$ cat config.mk
export PLATFORM = sky130hd
export DESIGN_NAME = sfa_subtract_unit
export DESIGN_NICKNAME = d
export VERILOG_FILES = /design/src/sfa_subtract_unit.v
export VERILOG_INCLUDE_DIRS = /design/src
export SDC_FILE = /design/constraint.sdc
export NUM_CORES = 1
export LEC_CHECK = 0
export BUFFER_PORTS_ARGS = -buffer_cell sky130_fd_sc_hd__buf_2
export CAP_MARGIN = 20
export CORE_MARGIN = 2
export CORE_UTILIZATION = 54
export DETAILED_ROUTE_END_ITERATION = 10
export GPL_TIMING_DRIVEN = 0
export PLACE_DENSITY_LB_ADDON = 0.15
export SYNTH_ARGS = -nofsm -noshare
export SYNTH_HDL_FRONTEND = slang
export SYNTH_SLANG_ARGS = --single-unit
$ cat constraint.sdc
create_clock -name clk -period 15 [get_ports clk]
set_input_delay 3 -clock clk [delete_from_list [all_inputs] [get_ports clk]]
set_output_delay 3 -clock clk [all_outputs]
set_load 0.02 [all_outputs]
$ cat src/sfa_regs.vh
/*
 Constants of the subtract-family arithmetic unit: opcodes, field positions,
 reset values and cycle counts.
 Assumes the decoder presents one instruction word and both operands at a time.
*/
`ifndef SFA_REGS_VH
`define SFA_REGS_VH
`define SFA_OP_UNSIGNED 6'h21
`define SFA_OP_MAGNITUDE 6'h23
`define SFA_OP_SIGNED 6'h35
`define SFA_OP_SIGNED_EXT 6'h37
`define SFA_INSTR_HI 31
`define SFA_INSTR_LO 26
`define SFA_WZ_BIT 25
`define SFA_WC_BIT 24
`define SFA_WR_BIT 23
`define SFA_IMM_BIT 22
`define SFA_DEST_HI 17
`define SFA_DEST_LO 9
`define SFA_SRC_HI 8
`define SFA_SRC_LO 0
`define SFA_CLOCKS 3'h4
`define SFA_FLAG_RESET 1'h0
`define SFA_COUNT_RESET 3'h0
`define SFA_COUNT_FIRST 3'h1
`define SFA_WORD_RESET 32'h00000000
`define SFA_ADDR_RESET 9'h000
`endif

$ cat src/sfa_subtract_unit.v
/*
 Subtract-family arithmetic unit: unsigned, magnitude, signed and signed
 extended subtraction with zero and carry flags and optional write-back.
 Assumes the decoder holds instr, dest_value and src_reg_value stable from
 the start pulse until done, and that the register file writes wb_data to
 wb_addr on a wb_en pulse.
*/
`timescale 1ns/1ps
`include "sfa_regs.vh"
////////////////////////////////////////////////////////////////////////
// Borrow-producing subtractor, one per operand path
module sfa_sub_stage #(
    parameter WIDTH = 32
) (
    input wire [WIDTH-1:0] minuend,
    input wire [WIDTH-1:0] subtrahend,
    input wire borrow_in,
    output wire [WIDTH-1:0] difference,
    output wire borrow_out
);
    wire [WIDTH:0] wide_diff;
    // Extra top bit catches the unsigned borrow
    assign wide_diff = {1'b0, minuend} - {1'b0, subtrahend} - {{WIDTH{1'b0}}, borrow_in};
    assign difference = wide_diff[WIDTH-1:0];
    assign borrow_out = wide_diff[WIDTH];
endmodule
////////////////////////////////////////////////////////////////////////
// Wide zero test, instanced once per subtractor for the zero flag
module sfa_zero_detect #(
    parameter WIDTH = 32
) (
    input wire [WIDTH-1:0] value,
    output wire is_zero
);
    assign is_zero = (value == {WIDTH{1'b0}});
endmodule
////////////////////////////////////////////////////////////////////////
// Sequenced subtract unit
module sfa_subtract_unit (
    input wire clk,
    input wire srst,
    input wire start,
    input wire [31:0] instr,
    input wire [31:0] dest_value,
    input wire [31:0] src_reg_value,
    output reg busy_q,
    output reg done_q,
    output reg illegal_q,
    output reg wb_en_q,
    output reg [8:0] wb_addr_q,
    output reg [31:0] wb_data_q,
    output reg null_flag_q,
    output reg borrow_flag_q
);
    ////////////////////////////////////////////////////////////////////
    // Sequencer states
    localparam ST_IDLE = 1'b0;
    localparam ST_EXEC = 1'b1;
    ////////////////////////////////////////////////////////////////////
    // Registers and their next values
    reg state_q;
    reg state_d;
    reg [2:0] count_q;
    reg [2:0] count_d;
    reg [31:0] instr_q;
    reg [31:0] instr_d;
    reg busy_d;
    reg done_d;
    reg illegal_d;
    reg wb_en_d;
    reg [8:0] wb_addr_d;
    reg [31:0] wb_data_d;
    reg null_flag_d;
    reg borrow_flag_d;
    ////////////////////////////////////////////////////////////////////
    // Decoded fields of the held instruction
    reg [5:0] op;
    reg write_null_flag_effect;
    reg write_borrow_flag_effect;
    reg no_writeback_effect;
    reg literal_sel;
    reg [8:0] dest_field;
    reg [31:0] src;
    reg [31:0] mag;
    reg legal;
    reg last_clock;
    ////////////////////////////////////////////////////////////////////
    // Datapath nets
    wire [31:0] plain_diff;
    wire plain_borrow;
    wire [31:0] mag_diff;
    wire mag_borrow;
    wire [31:0] chain_diff;
    wire plain_is_zero;
    wire mag_is_zero;
    wire chain_is_zero;
    wire [32:0] sum;
    wire plain_ovf;
    wire chain_ovf;
    reg [31:0] result;
    reg z_new;
    reg c_new;
    ////////////////////////////////////////////////////////////////////
    // Field decode
    always @* begin
        op = instr_q[`SFA_INSTR_HI:`SFA_INSTR_LO];
        write_null_flag_effect = instr_q[`SFA_WZ_BIT];
        write_borrow_flag_effect = instr_q[`SFA_WC_BIT];
        // R bit set means written; clear means no write-back
        no_writeback_effect = ~instr_q[`SFA_WR_BIT];
        literal_sel = instr_q[`SFA_IMM_BIT];
        dest_field = instr_q[`SFA_DEST_HI:`SFA_DEST_LO];
        // Literal is zero-extended, never sign-extended
        if (literal_sel) begin
            src = {23'h000000, instr_q[`SFA_SRC_HI:`SFA_SRC_LO]};
        end else begin
            src = src_reg_value;
        end
        // Most negative source maps to itself; its magnitude is still right unsigned
        if (src[31]) begin
            mag = ~src + 32'h00000001;
        end else begin
            mag = src;
        end
        case (op)
            `SFA_OP_UNSIGNED: legal = 1'b1;
            `SFA_OP_MAGNITUDE: legal = 1'b1;
            `SFA_OP_SIGNED: legal = 1'b1;
            `SFA_OP_SIGNED_EXT: legal = 1'b1;
            default: legal = 1'b0;
        endcase
        last_clock = (count_q == `SFA_CLOCKS - 3'h1);
    end
    ////////////////////////////////////////////////////////////////////
    // Three subtractors: plain, magnitude and carry-chained
    sfa_sub_stage #(
        .WIDTH(32)
    ) plain_stage (
        .minuend(dest_value),
        .subtrahend(src),
        .borrow_in(1'b0),
        .difference(plain_diff),
        .borrow_out(plain_borrow)
    );
    sfa_sub_stage #(
        .WIDTH(32)
    ) mag_stage (
        .minuend(dest_value),
        .subtrahend(mag),
        .borrow_in(1'b0),
        .difference(mag_diff),
        .borrow_out(mag_borrow)
    );
    sfa_sub_stage #(
        .WIDTH(32)
    ) chain_stage (
        .minuend(dest_value),
        .subtrahend(src),
        .borrow_in(borrow_flag_q),
        .difference(chain_diff),
        .borrow_out()
    );
    // One zero test per subtractor
    sfa_zero_detect #(
        .WIDTH(32)
    ) plain_zero (
        .value(plain_diff),
        .is_zero(plain_is_zero)
    );
    sfa_zero_detect #(
        .WIDTH(32)
    ) mag_zero (
        .value(mag_diff),
        .is_zero(mag_is_zero)
    );
    sfa_zero_detect #(
        .WIDTH(32)
    ) chain_zero (
        .value(chain_diff),
        .is_zero(chain_is_zero)
    );
    // Carry of dest plus raw source, used for a negative magnitude operand
    assign sum = {1'b0, dest_value} + {1'b0, src};
    // Overflow when signs differ and the result sign leaves the minuend's
    assign plain_ovf = (dest_value[31] != src[31]) && (plain_diff[31] != dest_value[31]);
    // Carry is folded into the result, so the same sign test covers it
    assign chain_ovf = (dest_value[31] != src[31]) && (chain_diff[31] != dest_value[31]);
    ////////////////////////////////////////////////////////////////////
    // Result and flag candidates per operation
    always @* begin
        result = 32'h00000000;
        z_new = null_flag_q;
        c_new = borrow_flag_q;
        case (op)
            `SFA_OP_UNSIGNED: begin
                result = plain_diff;
                z_new = plain_is_zero;
                c_new = plain_borrow;
            end
            `SFA_OP_MAGNITUDE: begin
                result = mag_diff;
                z_new = mag_is_zero;
                if (src[31]) begin
                    c_new = ~sum[32];
                end else begin
                    c_new = mag_borrow;
                end
            end
            `SFA_OP_SIGNED: begin
                result = plain_diff;
                z_new = plain_is_zero;
                c_new = plain_ovf;
            end
            `SFA_OP_SIGNED_EXT: begin
                result = chain_diff;
                // Zero only survives a chain whose every word was zero
                z_new = null_flag_q && chain_is_zero;
                c_new = chain_ovf;
            end
            default: begin
                result = 32'h00000000;
            end
        endcase
    end
    ////////////////////////////////////////////////////////////////////
    // Next-state logic: four clocks from start to done
    always @* begin
        state_d = state_q;
        count_d = count_q;
        instr_d = instr_q;
        busy_d = busy_q;
        done_d = 1'b0;
        illegal_d = illegal_q;
        wb_en_d = 1'b0;
        wb_addr_d = wb_addr_q;
        wb_data_d = wb_data_q;
        null_flag_d = null_flag_q;
        borrow_flag_d = borrow_flag_q;
        case (state_q)
            ST_IDLE: begin
                // A start seen while busy never reaches this branch
                if (start) begin
                    instr_d = instr;
                    busy_d = 1'b1;
                    illegal_d = 1'b0;
                    count_d = `SFA_COUNT_FIRST;
                    state_d = ST_EXEC;
                end
            end
            ST_EXEC: begin
                count_d = count_q + 3'h1;
                if (last_clock) begin
                    busy_d = 1'b0;
                    done_d = 1'b1;
                    state_d = ST_IDLE;
                    illegal_d = ~legal;
                    // Unknown codes leave registers and flags alone
                    if (legal) begin
                        wb_en_d = ~no_writeback_effect;
                        wb_addr_d = dest_field;
                        wb_data_d = result;
                        if (write_null_flag_effect) begin
                            null_flag_d = z_new;
                        end
                        if (write_borrow_flag_effect) begin
                            borrow_flag_d = c_new;
                        end
                    end
                end
            end
            default: begin
                state_d = ST_IDLE;
            end
        endcase
    end
    ////////////////////////////////////////////////////////////////////
    // Control registers
    always @(posedge clk) begin
        if (srst) begin
            state_q <= ST_IDLE;
            count_q <= `SFA_COUNT_RESET;
            instr_q <= `SFA_WORD_RESET;
            busy_q <= 1'b0;
            done_q <= 1'b0;
            illegal_q <= 1'b0;
            wb_en_q <= 1'b0;
        end else begin
            state_q <= state_d;
            count_q <= count_d;
            instr_q <= instr_d;
            busy_q <= busy_d;
            done_q <= done_d;
            illegal_q <= illegal_d;
            wb_en_q <= wb_en_d;
        end
    end
    ////////////////////////////////////////////////////////////////////
    // Result and flag registers
    always @(posedge clk) begin
        if (srst) begin
            wb_addr_q <= `SFA_ADDR_RESET;
            wb_data_q <= `SFA_WORD_RESET;
            null_flag_q <= `SFA_FLAG_RESET;
            borrow_flag_q <= `SFA_FLAG_RESET;
        end else begin
            wb_addr_q <= wb_addr_d;
            wb_data_q <= wb_data_d;
            null_flag_q <= null_flag_d;
            borrow_flag_q <= borrow_flag_d;
        end
    end
endmodule

==> run metrics <==
Compound-Gate Fraction of Synth Area=26.4%; Die Height=137 µm; total of max-cap violations=0; CTS tree=done; Tcrit/Tclk final=60.3%; Sink Count=79; share of post-route cells with drive strength above 1=13.5%; first-pass GRT wire length=roughly 48000 µm; post-synthesis mux area share=1.37%; crit end category=flip-flop; Slew HR=about 38%; hold crit path type=flip-flop to flip-flop; hold path depth=2; global placement routability congestion=between 0.9 and 1; I/O pin cnt=146; via count=10.4k; Setup crit start kind=input port; WP data required=15.25 ns; post-synthesis area per instance=slightly above 7 µm²; Setup Total Neg Slack=0 ns; Max Fclk=111 MHz; dpl hpwl=24700 µm; final hold violations=0; wire per inst=around 18 µm; final instance area=approximately 11000 µm²; Peak VDD IR=0.0984 mV; ys async rst share=0%; reg-to-reg slack, setup=approximately 7.7 ns; register area share after synthesis=16.5%; Setup-failing EPs final=0; setup slack at placement=5.71 ns; Clock Skews=0.00508 ns; CTS HTree Levels=3; ys flop type=dfxtp_1; FF-to-FF End=null_flag_q; pins over their slew limit=0; worst r2r src=instr_q[22]; WHS Endpoint=wb_addr_q[0]; yosys warns=0; Post-Synth Adder-Cell Area=13.9%; Final WS setup=just under 6 ns; Area after DPL=10600 µm²; Layout area overhead=13.9%; nets=1696; GRT Overall Usage=32.0%; Post-Synth XOR/XNOR Area=9.87%; fillcell total=approximately 1.6k; Distinct cells, synth=86; post-synthesis cell area=9580 µm²; critical path peak fanout=9; CTS Hold Bufs=0; area of the multi-input gates=7470 µm²; minimum period implied by the final worst setup slack=9.04 ns; Worst-path clk slew=0.06 ns; clock latency on the worst-skew pair=between 0.3 and 0.4 ns; core area=17300 µm²; Worst-Margin Slew=0.925 ns; WP data arrival=9.29 ns; die area=between 15000 and 20000 µm²; largest family of logic cells by synthesized area=simple AND/OR/NAND/NOR gates; Post-Synth Simple-Gate Area=26.5%; RSZ-0062 raised after global routing=no; initial antenna violation count=0; outcome=finished, final reports clean; routed wire length=just over 30000 µm; Setup CP Type=input port to flip-flop; Starting Density=55.4%; vias per cell=6.06; hold_sp=instr_q[9]; drt drc=0; Net Count, Synth=1545; number of routed nets with antenna violations=0; CTS Buf Count=9; Core Rows=48; FF+latch count, synth=around 80; Reg2Reg Depth=23; largest net degree at the start of global routing=15; Register Area=1580 µm²; Leak=between 4 and 5 nW; post-CTS setup buffers=0; Post-CTS Resized=0; Die Wd=137 µm; PwrDens=85.6 nW/µm²; drt pass-1 iters=7; Post-synth EDFFs=0; Iter 0 DRT Violations=858; Root Buffer=clkbuf_16; Clock Path Buffers=2; vias in the first global route=9500; grt total ovfl=0; # diodes=0; Port Buf Inserts=140; Synth Instances=about 1.3k
worst max path at each step:
stage | slack [ns] | cells after the start | startpoint | to
2_1_floorplan | 7.33 | 23 | src_reg_value[1] | null_flag_q
3_3_place_gp | 5.78 | 25 | src_reg_value[1] | null_flag_q
3_5_place_dp | 5.71 | 25 | src_reg_value[1] | null_flag_q
4_1_cts | 6.04 | 25 | src_reg_value[1] | null_flag_q
5_1_grt | 5.48 | 25 | src_reg_value[1] | null_flag_q
6_report | 5.96 | 25 | src_reg_value[1] | null_flag_q
area by class of cell:
class | instances | share of cell area [%]
well taps | 225 | 2.58
clock inverters | 6 | 1.05
plain buffers | 64 | 2.44
repair buffers | 140 | 6.42
multi-input cells | 1128 | 68.4
flip-flops and latches | 79 | 14.5
clock buffers | 10 | 2.19
inverters | 70 | 2.41
logic make-up (layout without fill, tap and decap cells):
logic type | Yosys count | count (layout)
muxes | 13 | 13
and+or+nand+nor | 522 | 522
AOI/OAI and AO/OA | 383 | 383
xor gates and xnor gates | 105 | 105
DFF | 79 | 79
adders and majority gates | 105 | 105
buffers and inverters | 134 | 290
critical path: stages:
cell	delay, ns
buf_2	0.10
mux2i_1	0.44
inv_1	0.12
nor3_1	0.28
nand3_1	0.29
or4_1	0.59
or3_1	0.46
nand2_1	0.13
xnor2_1	0.12
nand2_1	0.07
ha_1	0.31
clkbuf_1	0.29
nor2_1	0.09
a211oi_1	0.30
and2_1	0.21
and3_1	0.19
a21oi_1	0.12
o211ai_1	0.35
xor2_1	0.22
nor4_1	0.37
nand4b_1	0.18
or4_1	0.50
nor4_1	0.34
o21ai_0	0.13
o31ai_1	0.08
layout by cell type (no fill, tap or decap), types with 21 or more instances in the layout:
cell,n
buf_2,146
o21ai_0,61
a21oi_1,151
clkbuf_1,48
nor2_1,109
inv_1,70
xor2_1,34
nor3_1,58
nand3_1,38
xnor2_1,69
nand2_1,188
a211oi_1,21
ha_1,103
dfxtp_1,79
routing by layer:
layer,up-vias,wire length (µm),global-route usage [%]
met5,-,0,0
met4,0,905,11.8
met3,64,2520,4.12
met2,479,13700,52.2
met1,4754,13600,43.1
li1,5144,-,-
stage by stage:
step | utilization [%] | std cells | total power, W | hold WS (ns)
finish | 63.1 | 1722 | 0.000935 | 0.449
global route | 63.1 | 1722 | 0.000988 | 0.469
CTS | 63.1 | 1722 | 0.000925 | 0.445
detailed placement | 61.1 | 1706 | 0.000667 | 0.443
global placement | 61.1 | 1706 | 0.000660 | 0.437
floorplan | - | 1341 | 0.000551 | 0.432
cells in the mapped netlist, types with 12 or more instances:
library cell    n  area share, %
a211oi_1       21            1.6
a21o_1         18            1.4
a21oi_1       151            7.9
and3_1         12           0.78
clkbuf_1       48            1.9
dfxtp_1        79             17
ha_1          103             13
inv_1          70            2.7
mux2i_1        12            1.3
nand2_1       188            7.4
nand2b_1       12           0.78
nand3_1        38            2.0
nand4_1        17            1.1
nor2_1        109            4.3
nor3_1         58            3.0
nor4_1         13           0.85
o21ai_0        61            3.2
o21bai_1       14            1.1
o31ai_1        16            1.3
or3_1          12           0.78
xnor2_1        69            6.3
xor2_1         34            3.1
report_power, final:
| part | internal [W] | leakage (nW) | switching, W | total, W |
|---|---|---|---|---|
| combinational | 0.000165 | 3.86 | 0.000292 | 0.000457 |
| sequential | 0.000215 | 0.641 | 0.00000334 | 0.000218 |
| clock | 0.000168 | 0.170 | 0.0000918 | 0.000260 |
| total | 0.000548 | 4.68 | 0.000387 | 0.000935 |
flip-flops by register name, summed over array words and instances (netlist names):
| register | flops |
|---|---|
| wb_data_q | 32 |
| state_q | 1 |
| wb_addr_q | 9 |
| wb_en_q | 1 |
| busy_q | 1 |
| null_flag_q | 1 |
| count_q | 3 |
| done_q | 1 |
| borrow_flag_q | 1 |
| instr_q | 28 |
| illegal_q | 1 |
Note: power is estimated with default switching activity, not from simulation.
